--- config.mk ---
export PLATFORM = sky130hd
export DESIGN_NAME = fpsw_ctrl
export DESIGN_NICKNAME = d
export VERILOG_FILES = /design/src/hw/fpsw_ctrl.v
export VERILOG_INCLUDE_DIRS = /design/src /design/src/hw
export SDC_FILE = /design/constraint.sdc
export NUM_CORES = 1
export LEC_CHECK = 0
export BUFFER_PORTS_ARGS = -buffer_cell sky130_fd_sc_hd__buf_2
export CAP_MARGIN = 20
export CORE_MARGIN = 10
export CORE_UTILIZATION = 49
export CTS_CLUSTER_SIZE = 10
export DETAILED_ROUTE_END_ITERATION = 6
export GPL_TIMING_DRIVEN = 0
export PLACE_DENSITY = 0.92
export REMOVE_ABC_BUFFERS = 1
export SYNTH_ARGS = -nofsm -noshare
export SYNTH_HDL_FRONTEND = slang
export SYNTH_SLANG_ARGS = --single-unit
export TNS_END_PERCENT = 1
--- constraint.sdc ---
create_clock -name pclk -period 5.2 [get_ports pclk]
set_clock_uncertainty 0.1 [all_clocks]
set_input_delay 0.52 -clock pclk [delete_from_list [all_inputs] [get_ports pclk]]
set_output_delay 0.52 -clock pclk [all_outputs]
set_load 0.005 [all_outputs]
--- src/hw/fpsw_defs.vh ---
// fpsw_defs.vh: register offsets, field positions, reset values and timing counts
// assumes: included by fpsw_ctrl.v only, by bare name
`ifndef FPSW_DEFS_VH
`define FPSW_DEFS_VH

// register byte offsets on apb
`define FPSW_OFF_CAP        12'h000
`define FPSW_OFF_CSR        12'h004
`define FPSW_OFF_CMD        12'h008
`define FPSW_OFF_EVT        12'h00c
`define FPSW_OFF_STAT       12'h010

// power control/status register fields
`define FPSW_CSR_PS_LSB     0
`define FPSW_CSR_PS_MSB     1
`define FPSW_CSR_WEN        8
`define FPSW_CSR_WST        15

// power capability register fields
`define FPSW_CAP_DSI        5
`define FPSW_CAP_D1         9
`define FPSW_CAP_D2         10
`define FPSW_CAP_WAKE_LSB   11
`define FPSW_CAP_WAKE_MSB   15

// command register fields
`define FPSW_CMD_IO         0
`define FPSW_CMD_MEM        1
`define FPSW_CMD_MST        2

// power state encodings
`define FPSW_D0             2'h0
`define FPSW_D1             2'h1
`define FPSW_D2             2'h2
`define FPSW_D3             2'h3

// reset values and supported features
`define FPSW_PS_RST         2'h0
`define FPSW_SUP_D1         1'b1
`define FPSW_SUP_D2         1'b1
`define FPSW_SUP_DSI        1'b0
`define FPSW_WAKE_SUP       5'h1f

// settling time of a state change, ns, and the cycle count at 50 MHz
`define FPSW_SETTLE_NS      200
`define FPSW_CLK_NS         20
`define FPSW_SETTLE_CYC     ((`FPSW_SETTLE_NS + `FPSW_CLK_NS - 1) / `FPSW_CLK_NS)

`endif
--- src/hw/fpsw_ctrl.v ---
// fpsw_ctrl.v: power-state, d0 sub-state and wake-event logic of one card function
// assumes: apb master on pclk, wake source synchronous to pclk, host bridge
// translates the status-change line into the system wake request
`timescale 1ns/1ps
`include "fpsw_defs.vh"

// Function
// - wake shown on status-change line
// - d0 active once mem, io, master enabled
// - status bits change only after completion
// - capability and control/status readable
// - four states written, only supported accepted
// - wake held until status or enable cleared
// - wake status clears only on written one, wake enable takes the written value
// - unsupported state write ignored, completes normally
module fpsw_ctrl (
   // apb clock and reset
   input  wire        pclk,
   input  wire        presetn,
   // apb slave
   input  wire        psel,
   input  wire        penable,
   input  wire        pwrite,
   input  wire [11:0] paddr,
   input  wire [31:0] pwdata,
   input  wire [3:0]  pstrb,
   output reg  [31:0] prdata,
   output wire        pready,
   output wire        pslverr,
   // function side
   input  wire        wake_source,
   output reg         card_status_change_line,
   output reg  [1:0]  power_state_field,
   output reg         d0_active
);

   localparam [2:0] ST_IDLE   = 3'b001;
   localparam [2:0] ST_SETTLE = 3'b010;
   localparam [2:0] ST_CHECK  = 3'b100;
   localparam [7:0] SETTLE_CYC = `FPSW_SETTLE_CYC;

   reg  [2:0]  state;
   reg  [1:0]  target_state;
   reg  [7:0]  settle_cnt;
   reg         wake_enable_bit;
   reg         wake_status_bit;
   reg  [2:0]  cmd_bits;
   reg         next_wake_status;
   reg         next_wake_enable;
   reg         next_change;
   reg  [31:0] next_rdata;
   reg  [2:0]  next_state;
   reg  [1:0]  next_target;
   reg  [7:0]  next_settle;
   reg  [1:0]  next_field;
   reg  [2:0]  next_cmd;
   reg         next_active;
   reg         req_ok;

   wire        wr_access;
   wire        rd_access;
   wire        csr_wr;
   wire        cmd_wr;
   wire [1:0]  req_state;
   wire [31:0] power_capability_reg;
   wire [31:0] power_control_status_reg;
   wire        mapped;
   wire        state_wr;
   wire        wake_wr;
   wire        wake_off;
   wire        busy;
   wire        entering_d3;
   wire        all_enabled;
   wire [4:0]  slot_hit;
   wire [59:0] slot_off;

   genvar      gi;

   assign pready    = 1'b1;
   assign pslverr   = 1'b0;
   assign wr_access = psel & penable & pwrite;
   assign rd_access = psel & ~penable & ~pwrite;
   assign csr_wr    = wr_access & (paddr == `FPSW_OFF_CSR);
   assign cmd_wr    = wr_access & (paddr == `FPSW_OFF_CMD);
   assign req_state = pwdata[`FPSW_CSR_PS_MSB:`FPSW_CSR_PS_LSB];

   assign state_wr    = csr_wr & pstrb[0];
   assign wake_wr     = csr_wr & pstrb[1];
   // a write that clears status or enable releases the line
   assign wake_off    = wake_wr & (pwdata[`FPSW_CSR_WST] | ~pwdata[`FPSW_CSR_WEN]);
   assign busy        = (state != ST_IDLE);
   assign entering_d3 = (state == ST_CHECK) & (target_state == `FPSW_D3);
   assign all_enabled = cmd_bits[`FPSW_CMD_IO] & cmd_bits[`FPSW_CMD_MEM] & cmd_bits[`FPSW_CMD_MST];

   // one hit line per register slot; unmapped offsets read as zero
   assign slot_off = {`FPSW_OFF_STAT, `FPSW_OFF_EVT, `FPSW_OFF_CMD, `FPSW_OFF_CSR, `FPSW_OFF_CAP};
   generate
      for (gi = 0; gi < 5; gi = gi + 1) begin : g_slot
         assign slot_hit[gi] = (paddr == slot_off[gi*12 +: 12]);
      end
   endgenerate
   assign mapped = |slot_hit;

   // d0 and d3 are always supported; d1/d2 per capability
   always @* begin
      case (req_state)
         `FPSW_D0: req_ok = 1'b1;
         `FPSW_D1: req_ok = `FPSW_SUP_D1;
         `FPSW_D2: req_ok = `FPSW_SUP_D2;
         `FPSW_D3: req_ok = 1'b1;
         default:  req_ok = 1'b0;
      endcase
   end

   assign power_capability_reg = {16'h0000,
                                  `FPSW_WAKE_SUP,
                                  `FPSW_SUP_D2,
                                  `FPSW_SUP_D1,
                                  3'h0,
                                  `FPSW_SUP_DSI,
                                  5'h03};

   assign power_control_status_reg = {16'h0000,
                                      wake_status_bit,
                                      6'h00,
                                      wake_enable_bit,
                                      6'h00,
                                      power_state_field};

   // state change: the field only moves after settling completes
   always @* begin
      next_state  = state;
      next_target = target_state;
      next_settle = settle_cnt;
      next_field  = power_state_field;
      case (state)
         ST_IDLE: begin
            // a low-byte strobe is needed to touch the state field
            if (state_wr && req_ok && (req_state != power_state_field)) begin
               next_target = req_state;
               next_settle = SETTLE_CYC;
               next_state  = ST_SETTLE;
            end
            // unsupported request: write completes, state untouched
         end
         ST_SETTLE: begin
            next_settle = settle_cnt - 8'h01;
            if (settle_cnt == 8'h01) begin
               next_state = ST_CHECK;
            end
         end
         ST_CHECK: begin
            // software reads the old state until the change is done
            next_field = target_state;
            next_state = ST_IDLE;
         end
         default: begin
            next_state = ST_IDLE;
         end
      endcase
   end

   always @(posedge pclk or negedge presetn) begin
      if (!presetn) begin
         state             <= ST_IDLE;
         target_state      <= `FPSW_PS_RST;
         settle_cnt        <= 8'h00;
         power_state_field <= `FPSW_PS_RST;
      end else begin
         state             <= next_state;
         target_state      <= next_target;
         settle_cnt        <= next_settle;
         power_state_field <= next_field;
      end
   end

   // command enables, cleared on entry to d3 since context is lost there
   always @* begin
      next_cmd = cmd_bits;
      if (entering_d3) begin
         next_cmd = 3'h0;
      end else if (cmd_wr && pstrb[0]) begin
         next_cmd = pwdata[2:0];
      end
   end

   always @(posedge pclk or negedge presetn) begin
      if (!presetn) begin
         cmd_bits <= 3'h0;
      end else begin
         cmd_bits <= next_cmd;
      end
   end

   // d0 sub-state: active only when all three enables are set in d0
   always @* begin
      next_active = 1'b0;
      if ((power_state_field == `FPSW_D0) && !busy) begin
         next_active = all_enabled;
      end
   end

   always @(posedge pclk or negedge presetn) begin
      if (!presetn) begin
         d0_active <= 1'b0;
      end else begin
         d0_active <= next_active;
      end
   end

   // wake bits: enable is a plain bit, status is write-one-to-clear
   always @* begin
      next_wake_enable = wake_enable_bit;
      next_wake_status = wake_status_bit;
      if (wake_wr) begin
         next_wake_enable = pwdata[`FPSW_CSR_WEN];
      end
      if (wake_wr && pwdata[`FPSW_CSR_WST]) begin
         next_wake_status = 1'b0;
      end
      // set wins over a clear in the same cycle, so no event is lost
      if (wake_source && wake_enable_bit) begin
         next_wake_status = 1'b1;
      end
   end

   // outside d0 only an enabled, latched event may drive the line
   always @* begin
      if (power_state_field == `FPSW_D0) begin
         next_change = (wake_status_bit & wake_enable_bit) | wake_source;
      end else begin
         next_change = wake_status_bit & wake_enable_bit;
      end
      if (wake_off) begin
         next_change = wake_source & (power_state_field == `FPSW_D0);
      end
   end

   always @(posedge pclk or negedge presetn) begin
      if (!presetn) begin
         wake_enable_bit         <= 1'b0;
         wake_status_bit         <= 1'b0;
         card_status_change_line <= 1'b0;
      end else begin
         wake_enable_bit         <= next_wake_enable;
         wake_status_bit         <= next_wake_status;
         card_status_change_line <= next_change;
      end
   end

   // read data registered in the setup phase
   always @* begin
      next_rdata = 32'h0000_0000;
      case (paddr)
         `FPSW_OFF_CAP: begin
            next_rdata = power_capability_reg;
         end
         `FPSW_OFF_CSR: begin
            next_rdata = power_control_status_reg;
         end
         `FPSW_OFF_CMD: begin
            next_rdata = {29'h0, cmd_bits};
         end
         `FPSW_OFF_EVT: begin
            next_rdata = {31'h0, card_status_change_line};
         end
         `FPSW_OFF_STAT: begin
            // busy lets software poll instead of counting settle cycles
            next_rdata = {27'h0, d0_active, busy, 1'b0, target_state};
         end
         default: begin
            next_rdata = 32'h0000_0000;
         end
      endcase
      if (!mapped) begin
         next_rdata = 32'h0000_0000;
      end
   end

   always @(posedge pclk or negedge presetn) begin
      if (!presetn) begin
         prdata <= 32'h0000_0000;
      end else if (rd_access) begin
         prdata <= next_rdata;
      end
   end

endmodule // fpsw_ctrl

==> flow_summary.json, run 1 <==
{
  "ys_ff_latch": 30,
  "synthArstFlopShare_pct": 100.0,
  "dr.pass1.iters": 4,
  "final_nets": 278,
  "p_per_area_mw_per_mm2": 203.6,
  "h-tree-depth": 2,
  "avgRoutedWirePerCell_microns": 15.13,
  "cts_buffer_depth": 2,
  "portBuffers": 41,
  "leakagePower_nw": 0.9589,
  "hp-class": "primary input to asynchronous set/reset pin",
  "rows": 21,
  "ir_worst_vdd_v": 0.00007987,
  "fin_crit_sh_pct": 43.33,
  "post_drt_via_cell_ratio": 5.231,
  "cp.required_ns": 5.32,
  "layout_commonest_cell": "buf_2",
  "fp.dieArea_sq_mm": 0.006404,
  "path_buf_inv": 0,
  "hold_viol": 0,
  "synth_cells": 184,
  "finalPower_mw": 0.3938,
  "grt_max_degree": 31,
  "synthFlopType": "dfrtp_1",
  "fin_ws_ns": 2.947,
  "postCtsSetupBuffers": 0,
  "num_antenna_cells": 0,
  "die_width_microns": 80.03,
  "crit_fanout": 9,
  "yosysSeqAreaShare_pct": 42.59,
  "status": "finished clean",
  "drive_gt1_share_pct": 27.03,
  "crit_cells": 4,
  "core-area_sq_mm": 0.003416,
  "mostFrequentLayoutCells": "buf_2, dfrtp_1, nand2_1",
  "cp_slowest_cell": "dfstp_2",
  "initial_utilization_pct": 51.68,
  "postCtsHoldBufs": 0,
  "clock_sinks": 30,
  "grt_overflow_total": 0,
  "startpoint_type": "flip-flop",
  "io_pins": 92,
  "rsz0062_at_grt": "no",
  "end_kind": "flip-flop",
  "cts_made_buffers": 5,
  "tightest_slew_ns": 0.6520,
  "drtIter0Drc": 107,
  "ys_types": 47,
  "postLayoutCoreUtil_pct": 56.63,
  "vias": 1402,
  "slew_viol_final": 0,
  "syn-cell-area_sq_mm": 0.001765,
  "clk_pin_slew_ns": 0.09,
  "max_clock_freq_ghz": 0.4438,
  "dpl.hpwl_mm": 3.212,
  "crit_family": "simple AND/OR/NAND/NOR gates",
  "cpPeakStageDelay_ns": 0.57,
  "fill_cells": 322,
  "grt.total_usage_pct": 12.73,
  "root_buffer": "clkbuf_4",
  "grt_pass1_vias": 1427,
  "setup_viol": 0,
  "cts_tree": "built",
  "path_class": "flip-flop to flip-flop",
  "insertion_delay_ns": 0.33,
  "drv_cap": 0,
  "grt_pass1_wl_mm": 6.472,
  "place.gp.congestion": 0.8393,
  "totalWireLength_mm": 4.054,
  "hold_slack_ns": 0.1087,
  "synth-edff-count": 0,
  "antenna_found_initial": 0,
  "period_minus_slack_ns": 2.253,
  "relSlewSlack_pct": 56.54,
  "area_growth_pct": 9.568,
  "die_h_microns": 80.03,
  "fin_area_sq_mm": 0.001934,
  "final_cells": 268,
  "avgSynthCellArea_sq_um": 9.595,
  "post_dp_cell_area_sq_mm": 0.001889,
  "ys_warn_count": 0,
  "crit_chain": "nor3b_1, o2111ai_1, nor2_2, mux2_2",
  "rr_worst_depth": 4,
  "crit_arrival_ns": 2.37,
  "drc": 0,
  "post_cts_resized": 0,
  "setup_tns_ns": 0,
  "place_inst": 261,
  "antenna_left": 0,
  "dpl_worst_slack_ns": 2.906
}
-- power by group --
group          internal, mW  total, mW  switching (mW)
combinational        0.0118     0.0345          0.0227
clock                0.0508      0.125          0.0746
sequential            0.234      0.234        0.000273
-- cells in the mapped netlist, types with 3 or more instances --
cell / instances / area (sq um)
xnor2_1: 3 / 26.28
inv_1: 7 / 26.28
nor2_1: 9 / 33.78
dfrtp_1: 29 / 725.7
buf_4: 26 / 195.2
or4_1: 3 / 22.52
nor4_1: 4 / 25.02
nor3b_1: 4 / 30.03
mux2_2: 5 / 56.30
mux2i_1: 5 / 50.05
o21ai_0: 10 / 50.05
a21oi_1: 3 / 15.01
xor2_1: 3 / 26.28
and3_1: 3 / 18.77
nand3_1: 6 / 30.03
nand2_1: 25 / 93.84
-- metal layers --
layer	wire length (microns)	up-vias	track usage, %
li1	-	673	-
met3	418	8	5.068
met2	1956	64	20.55
met5	0	-	0
met1	1594	657	13.59
met4	85	0	7.923
-- registers in the layout (all words and copies together) (netlist names), 2 cells and up --
signal             cells
cmd_bits               3
power_state_field      2
prdata                 8
settle_cnt             8
state                  3
target_state           2
-- cell families (layout without fill, tap and decap cells) --
kind of cell	Yosys count	in the layout	synth area share [%]
other cells	2	21	0.4254
mux	10	10	6.024
flops	30	30	42.59
xor+xnor	6	6	2.977
compound gates	27	27	10.06
buf+inv	36	55	13.39
simple gates	71	71	23.10
fa+ha+maj	2	2	1.417
-- final cells by class --
type	instances	area [sq um]	area share, %
Clock buffer	7	45.04	2.329
Inverter	7	26.28	1.358
Multi-Input combinational cell	137	848.3	43.86
Sequential cell	30	752.0	38.87
Tap cell	46	57.56	2.975
Timing Repair Buffer	41	205.2	10.61
-- final timing paths --
path | to | slack [ns] | from
worst max-delay path | target_state[0] | 2.95 | state[0]
worst min-delay path | settle_cnt[6] | 0.11 | presetn
worst max register to register | target_state[0] | 2.95 | state[0]
worst min register to register | prdata[15] | 0.37 | prdata[15]
max in group asynchronous | prdata[3] | 4.47 | presetn
min in group pclk | wake_enable_bit | 0.34 | pwdata[8]
-- worst register-to-register path, stage by stage, from the launching register on --
cell and delay, ns:
dfstp_2 0.57, nor3b_1 0.42, o2111ai_1 0.27, nor2_2 0.40, mux2_2 0.39
Power figures use the tool's default switching activity.
==> inputs of run 2 (changes only) <==
--- a/config.mk
+++ b/config.mk
@@ -9,11 +9,11 @@
 export BUFFER_PORTS_ARGS = -buffer_cell sky130_fd_sc_hd__buf_2
 export CAP_MARGIN = 20
 export CORE_MARGIN = 10
-export CORE_UTILIZATION = 49
+export CORE_UTILIZATION = 45
 export CTS_CLUSTER_SIZE = 10
 export DETAILED_ROUTE_END_ITERATION = 6
 export GPL_TIMING_DRIVEN = 0
-export PLACE_DENSITY = 0.92
+export PLACE_DENSITY = 0.86
 export REMOVE_ABC_BUFFERS = 1
 export SYNTH_ARGS = -nofsm -noshare
 export SYNTH_HDL_FRONTEND = slang
==> constraint.sdc (replaced) <==
create_clock -name pclk -period 2.22 [get_ports pclk]
set_clock_uncertainty 0.1 [all_clocks]
set_input_delay 0.222 -clock pclk [delete_from_list [all_inputs] [get_ports pclk]]
set_output_delay 0.222 -clock pclk [all_outputs]
set_load 0.005 [all_outputs]
==> flow_summary.json, run 2 (synthesis results as in run 1) <==
{
  "io_pins": 92,
  "cp_slowest_cell": "dfstp_2",
  "leakagePower_nw": 0.9982,
  "post_drt_via_cell_ratio": 5.099,
  "drive_gt1_share_pct": 28.57,
  "clock_sinks": 30,
  "avgRoutedWirePerCell_microns": 14.34,
  "drv_cap": 0,
  "crit_family": "flip-flops",
  "crit_fanout": 9,
  "dr.pass1.iters": 4,
  "cts_made_buffers": 5,
  "fin_ws_ns": 0.2835,
  "end_kind": "flip-flop",
  "drtIter0Drc": 58,
  "cpPeakStageDelay_ns": 0.56,
  "layout_commonest_cell": "buf_2",
  "totalWireLength_mm": 3.901,
  "setup_viol": 0,
  "cts_buffer_depth": 2,
  "crit_chain": "nor3b_2, o2111ai_1, nor2_4, mux2_2",
  "ir_worst_vdd_v": 0.0003479,
  "place_inst": 263,
  "rsz0062_at_grt": "no",
  "hold_viol": 0,
  "period_minus_slack_ns": 1.937,
  "h-tree-depth": 2,
  "num_antenna_cells": 0,
  "antenna_found_initial": 0,
  "max_clock_freq_ghz": 0.5164,
  "final_nets": 279,
  "grt_max_degree": 31,
  "crit_arrival_ns": 1.99,
  "dpl.hpwl_mm": 3.118,
  "cts_tree": "built",
  "grt_pass1_wl_mm": 5.996,
  "final_cells": 272,
  "startpoint_type": "flip-flop",
  "rows": 22,
  "portBuffers": 41,
  "vias": 1387,
  "status": "finished clean",
  "tightest_slew_ns": 0.6633,
  "grt_pass1_vias": 1322,
  "fill_cells": 334,
  "die_width_microns": 82.64,
  "setup_tns_ns": 0,
  "insertion_delay_ns": 0.27,
  "path_class": "flip-flop to flip-flop",
  "slew_viol_final": 0,
  "root_buffer": "clkbuf_8",
  "grt.total_usage_pct": 11.09,
  "path_buf_inv": 0,
  "reg_top3": "prdata x8, settle_cnt x8",
  "die_h_microns": 82.64,
  "antenna_left": 0,
  "initial_utilization_pct": 47.51,
  "hp-class": "primary input to flip-flop",
  "drc": 0,
  "fp.dieArea_sq_mm": 0.006829,
  "fin_crit_sh_pct": 87.23,
  "finalPower_mw": 1.154,
  "clk_pin_slew_ns": 0.06,
  "cp.required_ns": 2.28,
  "p_per_area_mw_per_mm2": 571.2,
  "place.gp.congestion": 0.8027,
  "mostFrequentLayoutCells": "buf_2, dfrtp_1, nand2_1",
  "relSlewSlack_pct": 55.78,
  "area_growth_pct": 14.46,
  "core-area_sq_mm": 0.003716,
  "postLayoutCoreUtil_pct": 54.38,
  "grt_overflow_total": 0,
  "dpl_worst_slack_ns": 0.06002
}
==> run 2: final timing paths <==
| check | from | endpoint | slack [ns] | depth (start not counted) |
|---|---|---|---|---|
| setup / recovery | state[0] | target_state[0] | 0.28 | 4 |
| hold / removal | wake_source | wake_status_bit | 0.09 | 3 |
| setup reg to reg | state[0] | target_state[0] | 0.28 | 4 |
| hold reg to reg | prdata[15] | prdata[15] | 0.36 | 2 |
| max in group asynchronous | presetn | prdata[8] | 1.18 | 2 |
| min in group asynchronous | presetn | settle_cnt[7] | 0.41 | 2 |
==> run 2: area by class of cell <==
class,count,area [sq um],share of cell area (%)
flip-flops and latches,30,752.0,37.21
clock inverters,3,40.04,1.981
repair buffers,42,215.2,10.65
clock buffers,5,68.82,3.406
multi-input cells,137,858.3,42.48
inverters,7,26.28,1.300
well taps,48,60.06,2.972
==> run 2: metal layers <==
metal,part of all wire (%),vias up,GRT usage [%]
met5,0,-,0
met4,0.97,0,4.515
met3,11,2,4.104
met2,48,53,17.57
met1,39,660,13.32
li1,-,672,-
==> run 2: through the flow <==
stage	instance area, sq um	hold WS [ns]
2_1_floorplan	1627	-0.1736
3_3_place_gp	1892	0.1834
3_5_place_dp	1892	0.1915
4_1_cts	2011	0.09241
5_1_grt	2021	0.08926
6_report	2021	0.09191
==> run 2: where the power goes <==
part	switching (mW)	total, mW	internal, mW
clock	0.195	0.524	0.330
combinational	0.0522	0.0808	0.0286
sequential	0.000852	0.549	0.548
total	0.248	1.15	0.906
==> run 2: tightest hold or removal path, stage by stage <==
cell,delay [ns]
buf_2,0.09
a2bb2oi_1,0.05
o21ai_0,0.07
==> run 2: repair_timing <==
item | in CTS | in global routing
setup buffers | 0 | 0
hold buffers | 1 | 0
resized for setup | 0 | 2
endpoints found under the setup margin | 0 | 2
hold endpoints to repair | 29 | 0
==> inputs of run 3 (changes only) <==
--- a/config.mk
+++ b/config.mk
@@ -9,11 +9,11 @@
 export BUFFER_PORTS_ARGS = -buffer_cell sky130_fd_sc_hd__buf_2
 export CAP_MARGIN = 20
 export CORE_MARGIN = 10
-export CORE_UTILIZATION = 45
+export CORE_UTILIZATION = 49
 export CTS_CLUSTER_SIZE = 10
 export DETAILED_ROUTE_END_ITERATION = 6
 export GPL_TIMING_DRIVEN = 0
-export PLACE_DENSITY = 0.86
+export PLACE_DENSITY = 0.92
 export REMOVE_ABC_BUFFERS = 1
 export SYNTH_ARGS = -nofsm -noshare
 export SYNTH_HDL_FRONTEND = slang
==> constraint.sdc (replaced) <==
create_clock -name pclk -period 2.5 [get_ports pclk]
set_clock_uncertainty 0.1 [all_clocks]
set_input_delay 0.125 -clock pclk [delete_from_list [all_inputs] [get_ports pclk]]
set_output_delay 0.125 -clock pclk [all_outputs]
set_load 0.005 [all_outputs]
==> flow_summary.json, run 3 (synthesis results as in run 1) <==
{
  "grt_pass1_vias": 1429,
  "drc": 0,
  "setup_viol": 0,
  "path_class": "flip-flop to flip-flop",
  "cts_buffer_depth": 2,
  "seq_area_sq_um": 752.0,
  "mostFrequentLayoutCells": "buf_2, dfrtp_1, nand2_1",
  "vias": 1410,
  "hp-class": "primary input to flip-flop",
  "place.gp.congestion": 0.8393,
  "initial_utilization_pct": 51.68,
  "post_drt_via_cell_ratio": 5.146,
  "portBuffers": 41,
  "core-area_sq_mm": 0.003416,
  "drv_cap": 0,
  "fin_ws_ns": 0.2545,
  "startpoint_type": "flip-flop",
  "crit_arrival_ns": 2.36,
  "die_width_microns": 80.03,
  "cts_tree": "built",
  "layout_commonest_cell": "buf_2",
  "root_buffer": "clkbuf_4",
  "postLayoutCoreUtil_pct": 58.39,
  "postCtsSetupBuffers": 0,
  "hold_slack_ns": 0.01529,
  "crit_fanout": 9,
  "cpPeakStageDelay_ns": 0.57,
  "period_minus_slack_ns": 2.245,
  "antenna_found_initial": 0,
  "fill_cells": 317,
  "relSlewSlack_pct": 56.35,
  "fp.dieArea_sq_mm": 0.006404,
  "h-tree-depth": 2,
  "grt_overflow_total": 0,
  "fin_crit_sh_pct": 89.82,
  "status": "finished clean",
  "slew_viol_final": 0,
  "crit_chain": "nor3b_1, o2111ai_1, nor2_2, mux2_2",
  "p_per_area_mw_per_mm2": 414.6,
  "dpl_worst_slack_ns": 0.2545,
  "area_growth_pct": 12.97,
  "leakagePower_nw": 0.9839,
  "dpl.hpwl_mm": 3.212,
  "num_antenna_cells": 0,
  "final_nets": 284,
  "cp_slowest_cell": "dfstp_2",
  "rsz0062_at_grt": "no",
  "antenna_left": 0,
  "post_cts_resized": 0,
  "multiInputGateArea_sq_um": 848.3,
  "drive_gt1_share_pct": 26.32,
  "totalWireLength_mm": 4.101,
  "end_kind": "flip-flop",
  "hold_viol": 0,
  "clk_pin_slew_ns": 0.09,
  "ir_worst_vdd_v": 0.0001689,
  "insertion_delay_ns": 0.33,
  "drtIter0Drc": 91,
  "avgRoutedWirePerCell_microns": 14.97,
  "clock_sinks": 30,
  "tightest_slew_ns": 0.6548,
  "setup_tns_ns": 0,
  "grt_pass1_wl_mm": 6.548,
  "reg_top3": "prdata x8, settle_cnt x8",
  "rows": 21,
  "io_pins": 92,
  "grt.total_usage_pct": 12.85,
  "dr.pass1.iters": 4,
  "cts_made_buffers": 5,
  "die_h_microns": 80.03,
  "grt_max_degree": 31,
  "cp.required_ns": 2.62,
  "finalPower_mw": 0.8269,
  "max_clock_freq_ghz": 0.4453
}
## run 3: cell types whose count changed in the layout (fill, tap and decap cells not counted), sizes merged
cell and change:
clkbuf +2, dlygate4sd3 +5, bufinv -1, clkinv -2
## run 3: area by class of cell
cell class,instances,area share (%)
Timing Repair Buffer,47,13.30
Clock buffer,7,2.258
Multi-Input combinational cell,137,42.53
Sequential cell,30,37.70
Tap cell,46,2.886
Inverter,7,1.317
## run 3: path summary, 6_finish.rpt
kind / from / to / slack [ns] / cells after the start
hold reg to reg: prdata[15] / prdata[15] / 0.37 / 2
min in group asynchronous: presetn / settle_cnt[6] / 0.25 / 2
setup / recovery: state[0] / target_state[0] / 0.25 / 4
setup reg to reg: state[0] / target_state[0] / 0.25 / 4
max in group asynchronous: presetn / wake_status_bit / 1.62 / 2
hold / removal: pstrb[0] / cmd_bits[2] / 0.02 / 3
## run 3: what timing repair did
item,CTS,global route
endpoints found under the hold margin,37,0
hold buffers,6,0
endpoints found under the setup margin,0,0
## run 3: critical path: cells and delay by family (launching register included)
family / cells / cell delay, ns
compound gates: 1 / 0.27
flops: 1 / 0.57
mux: 1 / 0.39
simple gates: 2 / 0.80
## run 3: per-layer routing
layer / vias to the layer above / global-route usage [%] / share of wire, %
met2: 58 / 20.63 / 47
met5: - / 0 / 0
met1: 656 / 14.01 / 41
met3: 10 / 4.842 / 9.6
li1: 686 / - / -
met4: 0 / 7.923 / 2.6
## run 3: where the power goes
group,switching (mW),internal [mW]
Combinational,0.0486,0.0305
Sequential,0.000568,0.486
Clock,0.156,0.106
## run 3: metrics by stage
stage / cells / area (sq um)
floorplan: 174 / 1627
global placement: 261 / 1889
detailed placement: 261 / 1889
CTS: 274 / 1994
global route: 274 / 1994
finish: 274 / 1994
